[config.mk]
export PLATFORM = sky130hd
export DESIGN_NAME = xfer_map
export DESIGN_NICKNAME = d
export VERILOG_FILES = /design/src/pkg/xfer_map_pkg.sv /design/src/xfer_map.sv
export SDC_FILE = /design/constraint.sdc
export NUM_CORES = 1
export LEC_CHECK = 0
export ABC_CLOCK_PERIOD_IN_PS = 2500
export BUFFER_PORTS_ARGS = -buffer_cell sky130_fd_sc_hd__buf_4
export CELL_PAD_IN_SITES_DETAIL_PLACEMENT = 0
export CELL_PAD_IN_SITES_GLOBAL_PLACEMENT = 1
export CORE_AREA = 2 2 236 238
export CTS_BUF_LIST = sky130_fd_sc_hd__clkbuf_8
export DETAILED_ROUTE_END_ITERATION = 12
export DIE_AREA = 0 0 238 240
export PLACE_DENSITY_LB_ADDON = 0.08
export SLEW_MARGIN = 10
export SYNTH_ARGS = -nofsm -noshare
export SYNTH_HDL_FRONTEND = slang
export SYNTH_SLANG_ARGS = --single-unit
[constraint.sdc]
create_clock -name clk -period 2.5 [get_ports clk]
set_input_delay 0.5 -clock clk [delete_from_list [all_inputs] [get_ports clk]]
set_output_delay 0.5 -clock clk [all_outputs]
set_load 0.005 [all_outputs]
[src/pkg/xfer_map_pkg.sv]
// Package of widths, codes and constants for the data transfer service mapper.
package xfer_map_pkg;
    localparam int ID_W = 16;
    localparam int TAG_W = 8;
    localparam int LUN_W = 8;
    localparam int ADDR_W = 32;
    localparam int CNT_W = 32;
    localparam int SLOTS = 4;
    localparam int SLOT_W = 2;
    // Transport return codes.
    localparam logic [1:0] RC_SUCCESS = 2'h0;
    localparam logic [1:0] RC_FAILED = 2'h1;
    localparam logic [1:0] RC_INVALID = 2'h2;
    // Service response code reported upward on failure.
    localparam logic [1:0] SR_TASK_COMPLETE = 2'h0;
    localparam logic [1:0] SR_DELIVERY_FAIL = 2'h3;
    // Threshold count used for normal, unthrottled reads.
    localparam logic [31:0] THRESH_NORMAL = 32'h0;
    // Source identifier of this target; value is arbitrary.
    localparam logic [15:0] UNIQUE_ID_RST = 16'h00A5;
    typedef enum logic [1:0]
    {
        ST_IDLE = 2'b00,
        ST_ISSUE = 2'b01,
        ST_WAIT = 2'b11
    } issue_state_type;
endpackage

[src/xfer_map.sv]
// Target-side mapper between data transfer requests and transport read/write services.
`timescale 1ns/10ps
module xfer_map
(
    input wire logic clk,
    input wire logic rst_b,
    // Upper-layer request: dir 0 is Data-In, 1 is Data-Out.
    input wire logic req_valid,
    output logic req_ready,
    input wire logic req_dir,
    input wire logic [15:0] req_dest,
    input wire logic [7:0] req_tag,
    input wire logic [7:0] req_lun,
    input wire logic [31:0] req_buf,
    input wire logic [31:0] req_offset,
    input wire logic [31:0] req_count,
    input wire logic req_throttle,
    input wire logic [31:0] req_start,
    input wire logic [31:0] req_thresh,
    // Transport invocation: dir 0 target read, 1 target write.
    output logic tp_valid,
    input wire logic tp_ready,
    output logic tp_dir,
    output logic [15:0] tp_dest,
    output logic [7:0] tp_tag,
    output logic [31:0] tp_addr,
    output logic [31:0] tp_offset,
    output logic [31:0] tp_count,
    output logic [31:0] tp_start,
    output logic [31:0] tp_thresh,
    input wire logic [1:0] tp_rc,
    // Transport completion indication: dir 0 read done, 1 write done.
    input wire logic done_valid,
    input wire logic done_dir,
    input wire logic [15:0] done_dest,
    input wire logic [7:0] done_tag,
    input wire logic [7:0] done_lun,
    // Confirmation: kind 0 Data-Sent, 1 Data-Out-Received.
    output logic cnf_valid,
    output logic cnf_kind,
    output logic [15:0] cnf_dest,
    output logic [15:0] cnf_src,
    output logic [7:0] cnf_tag,
    output logic [7:0] cnf_lun,
    output logic cnf_matched,
    // Failure completion: kind 0 completion to upper layer, 1 command-complete request.
    output logic fail_valid,
    output logic fail_kind,
    output logic [15:0] fail_dest,
    output logic [7:0] fail_tag,
    output logic [7:0] fail_lun,
    output logic [1:0] fail_resp,
    output logic busy_full
);
    // ------------------------------------------------------------
    // Outstanding transfer table
    // ------------------------------------------------------------
    logic [xfer_map_pkg::SLOTS-1:0] vld_ff, nxt_vld;
    logic [7:0] tag_ff [xfer_map_pkg::SLOTS];
    logic [7:0] lun_ff [xfer_map_pkg::SLOTS];
    logic [15:0] dst_ff [xfer_map_pkg::SLOTS];
    logic [xfer_map_pkg::SLOTS-1:0] hit;
    logic [xfer_map_pkg::SLOT_W-1:0] free_idx, hit_idx, slot_ff, nxt_slot;
    logic free_any, hit_any;
    xfer_map_pkg::issue_state_type state_ff, nxt_state;
    function automatic logic [2:0] first_one(input logic [3:0] v);
        logic [2:0] r;
        r = 3'h4;
        for (int i = 3; i >= 0; i--)
        begin
            if (v[i])
            begin
                r = 3'(i);
            end
        end
        return r;
    endfunction
    genvar g;
    generate
        for (g = 0; g < xfer_map_pkg::SLOTS; g++)
        begin : g_hit
            assign hit[g] = vld_ff[g] && tag_ff[g] == done_tag && lun_ff[g] == done_lun
                && dst_ff[g] == done_dest;
        end
    endgenerate
    always_comb
    begin
        logic [2:0] f;
        logic [2:0] h;
        f = first_one(~vld_ff);
        h = first_one(hit);
        free_any = !f[2];
        hit_any = !h[2];
        free_idx = f[1:0];
        hit_idx = h[1:0];
    end
    assign busy_full = !free_any;

    // ------------------------------------------------------------
    // Request sequencer
    // ------------------------------------------------------------
    logic [1:0] rc_q;
    logic inv_done;
    assign req_ready = (state_ff == xfer_map_pkg::ST_IDLE) && free_any;
    assign tp_valid = (state_ff == xfer_map_pkg::ST_ISSUE);
    assign inv_done = tp_valid && tp_ready;
    assign rc_q = tp_rc;
    always_comb
    begin
        nxt_state = state_ff;
        nxt_slot = slot_ff;
        nxt_vld = vld_ff;
        case (state_ff)
            xfer_map_pkg::ST_IDLE:
            begin
                if (req_valid && free_any)
                begin
                    nxt_state = xfer_map_pkg::ST_ISSUE;
                    nxt_slot = free_idx;
                    nxt_vld[free_idx] = 1'b1;
                end
            end
            xfer_map_pkg::ST_ISSUE:
            begin
                if (inv_done)
                begin
                    nxt_state = xfer_map_pkg::ST_IDLE;
                    if (rc_q != xfer_map_pkg::RC_SUCCESS)
                    begin
                        nxt_vld[slot_ff] = 1'b0;
                    end
                end
            end
            default:
            begin
                nxt_state = xfer_map_pkg::ST_IDLE;
            end
        endcase
        // A request waiting on a full table must not hold back a completion, so only a real claim wins.
        if (done_valid && hit_any
            && !(state_ff == xfer_map_pkg::ST_IDLE && req_valid && free_any && free_idx == hit_idx))
        begin
            nxt_vld[hit_idx] = 1'b0;
        end
    end
    always_ff @(posedge clk or negedge rst_b)
    begin
        if (!rst_b)
        begin
            state_ff <= xfer_map_pkg::ST_IDLE;
            slot_ff <= '0;
            vld_ff <= '0;
        end
        else
        begin
            state_ff <= nxt_state;
            slot_ff <= nxt_slot;
            vld_ff <= nxt_vld;
        end
    end
    // ------------------------------------------------------------
    // Invocation parameters and table fields
    // ------------------------------------------------------------
    logic nxt_dir;
    logic [15:0] nxt_dest;
    logic [7:0] nxt_tag, nxt_lun, lun_q_ff;
    logic [31:0] nxt_addr, nxt_off, nxt_cnt, nxt_start, nxt_thresh;
    logic load;
    assign load = state_ff == xfer_map_pkg::ST_IDLE && req_valid && free_any;
    always_comb
    begin
        {nxt_dir, nxt_dest, nxt_tag, nxt_lun, nxt_addr, nxt_off, nxt_cnt, nxt_start, nxt_thresh} =
            {tp_dir, tp_dest, tp_tag, lun_q_ff, tp_addr, tp_offset, tp_count, tp_start, tp_thresh};
        if (load)
        begin
            nxt_dir = req_dir;
            nxt_lun = req_lun;
            {nxt_dest, nxt_tag} = {req_dest, req_tag};
            {nxt_addr, nxt_off, nxt_cnt} = {req_buf, req_offset, req_count};
            // Writes carry no throttle values; zero keeps the lines quiet.
            nxt_start = req_dir ? '0 : (req_throttle ? req_start : req_count);
            nxt_thresh = req_dir ? '0 : (req_throttle ? req_thresh : xfer_map_pkg::THRESH_NORMAL);
        end
    end
    always_ff @(posedge clk or negedge rst_b)
    begin
        if (!rst_b)
        begin
            {tp_dir, tp_dest, tp_tag, lun_q_ff, tp_addr, tp_offset, tp_count, tp_start, tp_thresh} <= '0;
        end
        else
        begin
            {tp_dir, tp_dest, tp_tag, lun_q_ff, tp_addr, tp_offset, tp_count, tp_start, tp_thresh} <=
                {nxt_dir, nxt_dest, nxt_tag, nxt_lun, nxt_addr, nxt_off, nxt_cnt, nxt_start, nxt_thresh};
        end
    end
    always_ff @(posedge clk)
    begin
        if (load)
        begin
            tag_ff[free_idx] <= req_tag;
            lun_ff[free_idx] <= req_lun;
            dst_ff[free_idx] <= req_dest;
        end
    end
    // ------------------------------------------------------------
    // Confirmations and failure reports
    // ------------------------------------------------------------
    logic nxt_cnf_v, nxt_fail_v, fail_now;
    assign fail_now = inv_done && rc_q != xfer_map_pkg::RC_SUCCESS;
    assign nxt_cnf_v = done_valid;
    assign nxt_fail_v = fail_now;
    always_ff @(posedge clk or negedge rst_b)
    begin
        if (!rst_b)
        begin
            {cnf_valid, cnf_kind, cnf_dest, cnf_src, cnf_tag, cnf_lun, cnf_matched} <= '0;
            {fail_valid, fail_kind, fail_dest, fail_tag, fail_lun} <= '0;
            fail_resp <= xfer_map_pkg::SR_TASK_COMPLETE;
        end
        else
        begin
            cnf_valid <= nxt_cnf_v;
            fail_valid <= nxt_fail_v;
            if (done_valid)
            begin
                cnf_kind <= done_dir;
                cnf_dest <= done_dest;
                cnf_src <= xfer_map_pkg::UNIQUE_ID_RST;
                cnf_tag <= done_tag;
                cnf_lun <= done_lun;
                cnf_matched <= hit_any;
            end
            if (fail_now)
            begin
                fail_kind <= tp_dir;
                fail_dest <= tp_dest;
                fail_tag <= tp_tag;
                fail_lun <= lun_q_ff;
                fail_resp <= xfer_map_pkg::SR_DELIVERY_FAIL;
            end
        end
    end
    // ------------------------------------------------------------
    // Checks
    // ------------------------------------------------------------
    a_read_fwd: assert property (@(posedge clk) disable iff (!rst_b)
        load && !req_dir |=> tp_valid && tp_dest == $past(req_dest) && tp_tag == $past(req_tag))
        else $error("read request not forwarded");
    a_read_params: assert property (@(posedge clk) disable iff (!rst_b)
        load |=> tp_addr == $past(req_buf) && tp_offset == $past(req_offset) && tp_count == $past(req_count))
        else $error("transfer parameters wrong");
    a_throttle_use: assert property (@(posedge clk) disable iff (!rst_b)
        load && !req_dir && req_throttle |=> tp_start == $past(req_start) && tp_thresh == $past(req_thresh))
        else $error("throttle values not passed");
    a_normal_start: assert property (@(posedge clk) disable iff (!rst_b)
        load && !req_dir && !req_throttle |=> tp_start == tp_count && tp_thresh == 32'h0)
        else $error("default start or threshold wrong");
    a_read_fail: assert property (@(posedge clk) disable iff (!rst_b)
        fail_now && !tp_dir |=> fail_valid && !fail_kind && fail_resp == xfer_map_pkg::SR_DELIVERY_FAIL)
        else $error("read failure not reported");
    a_write_fail: assert property (@(posedge clk) disable iff (!rst_b)
        fail_now && tp_dir |=> fail_valid && fail_kind && fail_tag == $past(tp_tag))
        else $error("write failure not reported");
    a_sent_cnf: assert property (@(posedge clk) disable iff (!rst_b)
        done_valid && !done_dir |=> cnf_valid && !cnf_kind && cnf_tag == $past(done_tag)
        && cnf_src == xfer_map_pkg::UNIQUE_ID_RST)
        else $error("data sent confirmation wrong");
    a_recv_cnf: assert property (@(posedge clk) disable iff (!rst_b)
        done_valid && done_dir |=> cnf_valid && cnf_kind && cnf_lun == $past(done_lun)
        && cnf_dest == $past(done_dest))
        else $error("data out received confirmation wrong");
    a_write_fwd: assert property (@(posedge clk) disable iff (!rst_b)
        load && req_dir |=> tp_valid && tp_dir && tp_tag == $past(req_tag))
        else $error("write request not forwarded");
    a_slot_kept: assert property (@(posedge clk) disable iff (!rst_b)
        inv_done && rc_q == xfer_map_pkg::RC_SUCCESS |=> vld_ff[$past(slot_ff)] || $past(done_valid))
        else $error("outstanding slot lost");
    c_read_ok: cover property (@(posedge clk) disable iff (!rst_b) inv_done && !tp_dir ##[1:20] cnf_valid && !cnf_kind);
    c_write_ok: cover property (@(posedge clk) disable iff (!rst_b) inv_done && tp_dir ##[1:20] cnf_valid && cnf_kind);
    c_fail: cover property (@(posedge clk) disable iff (!rst_b) fail_valid);
    c_full: cover property (@(posedge clk) disable iff (!rst_b) busy_full);
endmodule
==> metrics, run 1 <==
die height 240 microns; H-Tree Depth 3; routed wire length 54,400 microns; row count 86; Final setup violation count 0; Total GRT Usage 18.9%; clock share of power 26.1%; status finished clean; Worst setup EP type primary output; grt total ovfl 0; global-route wire length before repair 78,700 microns; type of origin of the critical path flop; pins over their slew limit 0; postcts setup bufs 0; Die Area 0.0571 sq mm; CTS Buf Count 76; fmax 467 MHz; final setup TNS 0 ns; DR vias 11,000; min-delay src req_offset[31]; Final Worst Setup Slack 0.357 ns; post-route cell area 0.0222 sq mm; Netlist cell types 43; ys flop type dfrtp_1; layout net count 1,931; CTS Sinks 399; antenna violations before repair 3; switching share of power 31.0%; maxcap violations 0; most common cell after layout, fill and taps aside buf_4; Root Driver clkbuf_8; launch point of the worst reg-to-reg path vld_ff[1]$_DFF_PN0_; worst vdd ir 0.516 mV; post-synthesis sequential area ratio 65.6%; # hold bufs at CTS 2; mean number of vias per cell 4.47; RSZ-0062 raised after global routing false; critical path class flop to primary output; Net Sw Power 7.28 mW; Mapped Cells 1,173; CP Launch Point vld_ff[1]$_DFF_PN0_; CTS clk-pin slew, worst paths 0.06 ns; WHS 0.0714 ns; number of iterations in the first detailed-routing pass 5; starting density of the core 29.6%; Die X 238 microns; number of I/O pins 509; area grow syn2layout 37.0%; skew final 0.0313 ns; layout cells sized above 1 40.1%; pre-CTS setup slack 0.273 ns; Yosys reg bits 399; Post-synth EDFFs 128; Synth Warn # 0; P_leak 10.0 nW; CP Max Fanout 6; drt first-iter violations 498; # port buffers 496; wire per inst 22.1 microns; Final Hold Fails 0; share of flip-flops with an asynchronous set or reset 67.9%; most frequent cells in the layout buf_4, dfrtp_1, nand2_1; largest net degree at the start of global routing 73; crit path time final 2.14 ns; GPL Wtd Cong 0.786; min-delay worst type input port to flop; Logic pwr share 31.1%; CP arrival 1.64 ns; Clock Latency Late Sink 0.64 ns; Synth Area per Inst 13.8 sq um; DRC 0; critical path required time 2.00 ns; final period utilization 85.7%; vias in the first global route 11,600; Post-DP Area 0.0207 sq mm; worst slew pin tran 0.668 ns; Post-Syn Area 0.0162 sq mm; post-route ant nets 0; PwrDens 1060 mW/mm^2; post-CTS sizing 0; core box area 0.0547 sq mm; hpwl dp 40,600 microns; CTS Buffer Depth 3; CTS tree done; Slew HR 55.0%; Seq pwr share 42.8%; Int Pwr 16.2 mW
-- state kept, by name, summed over array words and instances, names as in the netlist, 4 cells and up --
signal / flops
dst_ff: 64
lun_ff: 32
tag_ff: 32
tp_addr: 32
tp_count: 32
tp_offset: 32
tp_start: 32
tp_thresh: 32
cnf_dest: 16
fail_dest: 16
tp_dest: 16
cnf_lun: 8
cnf_tag: 8
fail_lun: 8
fail_tag: 8
lun_q_ff: 8
tp_tag: 8
vld_ff: 4
-- final cells by class --
class                   instances  area (sq um)
inverters                      12          45.0
fillers                      5327         32500
clock inverters                43           184
repair buffers                531          4170
flip-flops and latches        399         10600
multi-input cells             677          4990
well taps                     704           881
clock buffers                  92          1270
diodes                          1          2.50
-- cells in the mapped netlist, types with 3 or more instances --
| cell type | instances | share of area, % |
|---|---|---|
| dfrtp_1 | 271 | 42 |
| nand2_1 | 199 | 4.6 |
| edfxtp_1 | 128 | 24 |
| mux2_1 | 100 | 7.0 |
| xor2_1 | 89 | 4.8 |
| mux2_2 | 62 | 4.3 |
| buf_2 | 43 | 1.3 |
| xnor2_1 | 34 | 1.8 |
| o21ai_0 | 33 | 1.0 |
| o31ai_1 | 33 | 1.5 |
| mux2i_1 | 32 | 2.0 |
| nor4_1 | 20 | 0.77 |
| buf_4 | 17 | 0.79 |
| clkbuf_1 | 17 | 0.39 |
| buf_6 | 14 | 0.97 |
| nand4_1 | 10 | 0.39 |
| inv_1 | 9 | 0.21 |
| nand3_1 | 9 | 0.28 |
| buf_1 | 5 | 0.12 |
| nor2_1 | 5 | 0.12 |
| nor3_1 | 5 | 0.15 |
| nand2b_1 | 4 | 0.15 |
| a21oi_1 | 3 | 0.093 |
| a22oi_1 | 3 | 0.14 |
| o22ai_1 | 3 | 0.12 |
-- final timing paths --
check                                       endpoint  slack [ns]  cells after the start
max                                        req_ready        0.36                      3
max in group asynchronous  tp_offset[16]$_DFFE_PN0P_        1.34                      3
min in group asynchronous   cnf_dest[11]$_DFFE_PN0P_        0.44                      2
min reg2reg                  fail_lun[3]$_DFFE_PN0P_        0.46                      2
min                        tp_offset[31]$_DFFE_PN0P_        0.07                      2
max reg2reg                tp_offset[19]$_DFFE_PN0P_        0.54                      4
-- worst max-delay path, stage by stage (launching register included) --
cell	delay, ns
dfrtp_1	0.51
and4_4	0.29
nor2_1	0.05
buf_4	0.16
-- through the flow --
stage	instances	utilization, %	total power, mW
global placement	2321	37.9	17.6
detailed placement	2321	37.9	17.6
floorplan	1184	-	12.9
CTS	2458	40.6	24.0
finish	2459	40.6	23.4
global route	2459	40.6	25.0
-- power by group through the flow --
stage	Combinational, mW	Clock, mW	Sequential (mW)
detailed placement	7.51	0	10.1
global route	7.98	6.69	10.3
CTS	7.52	6.39	10.1
floorplan	2.80	0	10.1
finish	7.29	6.13	10.0
global placement	7.50	0	10.1
-- routing by layer --
metal  share of wire [%]  up-vias  track usage (%)  wire [microns]
li1                    -     5094                -               -
met1                  41     5453             23.4           22400
met2                  50      365             31.9           27300
met3                 7.1       78             6.19            3860
met4                 1.6        0             4.58             896
met5                   0        -                0               0
-- logic make-up after synthesis --
logic type                share of synthesized area, %
and+or+nand+nor                                   7.24
xor gates and xnor gates                          6.66
AOI/OAI and AO/OA                                 3.30
other                                           0.0232
buffers and inverters                             3.88
muxes                                             13.2
DFF                                               65.6
No activity file was read; power rests on OpenSTA's default activity.
==> inputs of run 2 (changes only) <==
--- a/config.mk
+++ b/config.mk
@@ -14,6 +14,7 @@
 export DETAILED_ROUTE_END_ITERATION = 12
 export DIE_AREA = 0 0 238 240
 export PLACE_DENSITY_LB_ADDON = 0.08
+export RECOVER_POWER = 50
 export SLEW_MARGIN = 10
 export SYNTH_ARGS = -nofsm -noshare
 export SYNTH_HDL_FRONTEND = slang
==> run 2 against run 1 <==
Against the previous run:
- combinational power down 2%
- the flow now finishes with violations (capacitance limit, slew limit)
- sequential cell count is the same
- maximum frequency fell by 2.4%
- core utilization fell by 0.36 points
==> metrics, run 2 (synthesis gave the netlist of run 1 again) <==
H-Tree Depth 3; GPL Wtd Cong 0.786; final core occ 40.2%; Die Area 0.0571 sq mm; maxcap violations 1; worst slew pin tran 1.83 ns; Worst setup EP type flop; Root Driver clkbuf_8; most common cell after layout, fill and taps aside buf_4; final setup TNS 0 ns; DR vias 11,000; hpwl dp 40,600 microns; vias in the first global route 11,600; most frequent cells in the layout buf_4, dfrtp_1, nand2_1; row count 86; largest net degree at the start of global routing 73; critical path required time 3.01 ns; CTS Sinks 399; layout net count 1,931; starting density of the core 29.6%; mean number of vias per cell 4.49; Die X 238 microns; Slew HR -22.1%; placed cells 2,321; CTS Buffer Depth 3; PwrDens 1060 mW/mm^2; Logic pwr share 30.8%; number of I/O pins 509; total power 23.3 mW; Post-DP Area 0.0207 sq mm; # port buffers 496; grt total ovfl 0; post-route cell area 0.0220 sq mm; area grow syn2layout 35.7%; pins over their slew limit 58; max FFs per register 64; final period utilization 87.8%; post-route ant nets 0; Seq pwr share 42.9%; Int Pwr 16.1 mW; global-route wire length before repair 78,700 microns; core box area 0.0547 sq mm; pre-CTS setup slack 0.273 ns; skew final 0.0316 ns; status finished, violations left; violated checks capacitance limit, slew limit; Clock Latency Late Sink 0.64 ns; switching share of power 31.1%; Total GRT Usage 18.9%; CTS clk-pin slew, worst paths 0.06 ns; P_leak 9.83 nW; CTS Buf Count 76; worst vdd ir 0.513 mV; fmax 456 MHz; Non-Filler Instances 2,460; CP arrival 2.70 ns; CTS tree done; layout cells sized above 1 37.5%; WHS 0.0716 ns; drt first-iter violations 528; antenna violations before repair 4; die height 240 microns; Net Sw Power 7.26 mW; wire per inst 22.1 microns; min-delay worst type input port to flop; Final setup violation count 0; crit path time final 2.19 ns; critical path class flop to flop; RSZ-0062 raised after global routing false; Final Worst Setup Slack 0.306 ns; CP Max Fanout 37; routed wire length 54,500 microns; number of iterations in the first detailed-routing pass 5; clock share of power 26.3%; type of origin of the critical path flop; Filler cells 5,365; DRC 0; Reg with most FFs dst_ff; Final Hold Fails 0
run 2: final timing paths:
check,from,endpoint,slack [ns],cells after the start
hold reg to reg,lun_q_ff[6]$_DFFE_PN0P_,fail_lun[6]$_DFFE_PN0P_,0.46,2
setup / recovery,state_ff[0]$_DFFE_PN0P_,vld_ff[2]$_DFF_PN0_,0.31,4
setup reg to reg,state_ff[0]$_DFFE_PN0P_,vld_ff[2]$_DFF_PN0_,0.31,4
max in group asynchronous,rst_b,fail_dest[4]$_DFFE_PN0P_,0.44,3
min in group asynchronous,rst_b,cnf_dest[11]$_DFFE_PN0P_,0.93,2
hold / removal,req_offset[31],tp_offset[31]$_DFFE_PN0P_,0.07,2
run 2: power by group through the flow:
stage / clock network, mW / registers, mW / logic [mW]
2_1_floorplan: 0 / 10.1 / 2.80
3_3_place_gp: 0 / 10.1 / 7.50
3_5_place_dp: 0 / 10.1 / 7.51
4_1_cts: 6.39 / 10.1 / 7.52
5_1_grt: 6.69 / 10.3 / 7.87
6_report: 6.13 / 10.0 / 7.18
run 2: what timing repair did:
item | in CTS | in global routing
hold endpoints to repair | 50 | 0
gates resized for setup | 0 | 0
buffers inserted | 0 | 0
hold buffers | 2 | 0
run 2: routing by layer:
metal	part of all wire [%]	wire (microns)	track usage (%)
met1	41	22400	23.4
met5	0	0	0
met2	50	27300	31.9
met4	1.8	990	4.58
met3	7.0	3830	6.19
run 2: critical path: stages, from the launching register on:
cell and delay [ns]:
dfrtp_1 0.49, o211ai_1 0.19, clkbuf_2 0.63, o32ai_1 0.68
a31oi_1 0.08
run 2: final cells by class:
cell class / count / area (sq um) / share of cell area (%)
multi-input cells: 677 / 4990 / 22.7
well taps: 704 / 881 / 4.01
inverters: 12 / 45.0 / 0.205
diodes: 2 / 5.00 / 0.0228
repair buffers: 531 / 3970 / 18.1
flip-flops and latches: 399 / 10600 / 48.4
clock buffers: 92 / 1270 / 5.76
clock inverters: 43 / 184 / 0.837
==> inputs of run 3 (changes only) <==
--- a/config.mk
+++ b/config.mk
@@ -6,13 +6,13 @@
 export NUM_CORES = 1
 export LEC_CHECK = 0
 export ABC_CLOCK_PERIOD_IN_PS = 2500
-export BUFFER_PORTS_ARGS = -buffer_cell sky130_fd_sc_hd__buf_4
 export CELL_PAD_IN_SITES_DETAIL_PLACEMENT = 0
 export CELL_PAD_IN_SITES_GLOBAL_PLACEMENT = 1
 export CORE_AREA = 2 2 236 238
 export CTS_BUF_LIST = sky130_fd_sc_hd__clkbuf_8
 export DETAILED_ROUTE_END_ITERATION = 12
 export DIE_AREA = 0 0 238 240
+export DONT_BUFFER_PORTS = 1
 export PLACE_DENSITY_LB_ADDON = 0.08
 export RECOVER_POWER = 50
 export SLEW_MARGIN = 10
==> run 3 against run 2 <==
Against the previous run:
- the run ends with hold timing, capacitance limit, slew limit left
- sequential share of layout area up 4.2 points
- sequential cell count unchanged
- core utilization down 3.2 points
==> metrics, run 3 (synthesis gave the netlist of run 1 again) <==
post-route ant nets 0; pins over their slew limit 37; Final Hold Fails 271; core box area 0.0547 sq mm; CTS tree done; Slew HR -37.3%; CP Max Fanout 6; critical path required time 2.00 ns; postcts setup bufs 0; Die Area 0.0571 sq mm; # port buffers 0; storage element area 0.0106 sq mm; WL met1 20,900 microns; vias in the first global route 10,700; CTS Sinks 399; register-to-register setup slack 0.36 ns; number of I/O pins 509; R2R cell count 5; total power 20.7 mW; met3 wire length 4160 microns; hpwl dp 35,900 microns; maxcap violations 1; H-Tree Depth 3; largest net degree at the start of global routing 272; wire per inst 24.6 microns; status finished, violations left; GPL Wtd Cong 0.759; P_leak 8.32 nW; Critical Path Max Stage Delay 0.48 ns; drt first-iter violations 405; row count 86; most common cell after layout, fill and taps aside dfrtp_1; RSZ-0062 raised after global routing false; area grow syn2layout 24.9%; most frequent cells in the layout dfrtp_1, nand2_1, dlygate4sd3_1; Critical Path End req_ready; cell at the slowest stage of the critical path dfrtp_1; top layer in use met5; post-CTS sizing 0; fmax 456 MHz; worst slew pin tran 2.06 ns; CTS Buffer Depth 3; Root Driver clkbuf_8; critical path class flop to primary output; Total GRT Usage 18.3%; starting density of the core 29.6%; antenna violations before repair 4; pre-CTS setup slack 0.303 ns; layout cells sized above 1 13.6%; Final setup violation count 0; skew final 0.0299 ns; final period utilization 87.7%; DR vias 9,972; Clock Latency Late Sink 0.65 ns; min-delay worst type input port to async pin; crit path time final 2.19 ns; PwrDens 1020 mW/mm^2; die height 240 microns; layout net count 1,621; max FFs per register 64; met2 WL post-DR 26,600 microns; Die X 238 microns; global-route wire length before repair 75,400 microns; # hold bufs at CTS 197; grt total ovfl 0; worst vdd ir 0.466 mV; Filler cells 5,351; CTS clk-pin slew, worst paths 0.06 ns; launch point of the worst reg-to-reg path state_ff[0]$_DFFE_PN0P_; RR Endpoint tag_ff[0][1]$_DFFE_PP_; mean number of vias per cell 4.63; type of origin of the critical path flop; CTS Buf Count 77; CP arrival 1.69 ns; routed wire length 53,100 microns; CP Launch Point vld_ff[0]$_DFF_PN0_; Final Worst Setup Slack 0.307 ns; violated checks hold timing, capacitance limit, slew limit; Worst setup EP type primary output; number of iterations in the first detailed-routing pass 4; crit-path cells and4_4 > nor2_1; final setup TNS 0 ns; Reg with most FFs dst_ff; DRC 0; area of the multi-input gates 0.00500 sq mm; WHS -0.439 ns
run 3: through the flow:
stage	std cells	area, sq um	utilization (%)
finish	2155	20200	37.0
CTS	2150	20200	37.0
global placement	1815	16800	30.7
detailed placement	1815	16800	30.7
floorplan	1184	16200	-
global route	2155	20200	37.0
run 3: final cells by class:
class                           count  area share, %
Tap cell                          704           4.36
Antenna cell                        5         0.0619
Sequential cell                   399           52.6
Inverter                           12          0.223
Clock buffer                       87           5.93
Multi-Input combinational cell    677           24.7
Clock inverter                     51           1.19
Timing Repair Buffer              220           10.9
run 3: worst min path at each step:
| stage | cells after the start | start | to | slack [ns] |
|---|---|---|---|---|
| 6_report | 0 | rst_b | cnf_dest[11]$_DFFE_PN0P_ | -0.44 |
| 5_1_grt | 0 | rst_b | cnf_tag[4]$_DFFE_PN0P_ | -0.50 |
| 4_1_cts | 0 | rst_b | cnf_dest[11]$_DFFE_PN0P_ | -0.51 |
| 3_5_place_dp | 0 | rst_b | cnf_dest[11]$_DFFE_PN0P_ | 0.21 |
| 3_3_place_gp | 0 | rst_b | cnf_dest[11]$_DFFE_PN0P_ | 0.21 |
| 2_1_floorplan | 0 | rst_b | cnf_dest[0]$_DFFE_PN0P_ | 0.20 |
run 3: critical path, delay by kind of cell, from the launching register on:
kind / cells / cell delay, ns
flip-flops: 1 / 0.48
AND/OR/NAND/NOR: 2 / 0.59
run 3: where the power goes:
group / switching, mW / internal, mW
Sequential: 2.05 / 8.85
Combinational: 1.75 / 1.84
Clock: 2.88 / 3.28
run 3: layer usage:
layer | vias to the layer above | track usage, %
met2 | 371 | 30.7
met1 | 5037 | 21.4
li1 | 4479 | -
met4 | 2 | 7.59
met3 | 83 | 6.39
met5 | - | 0
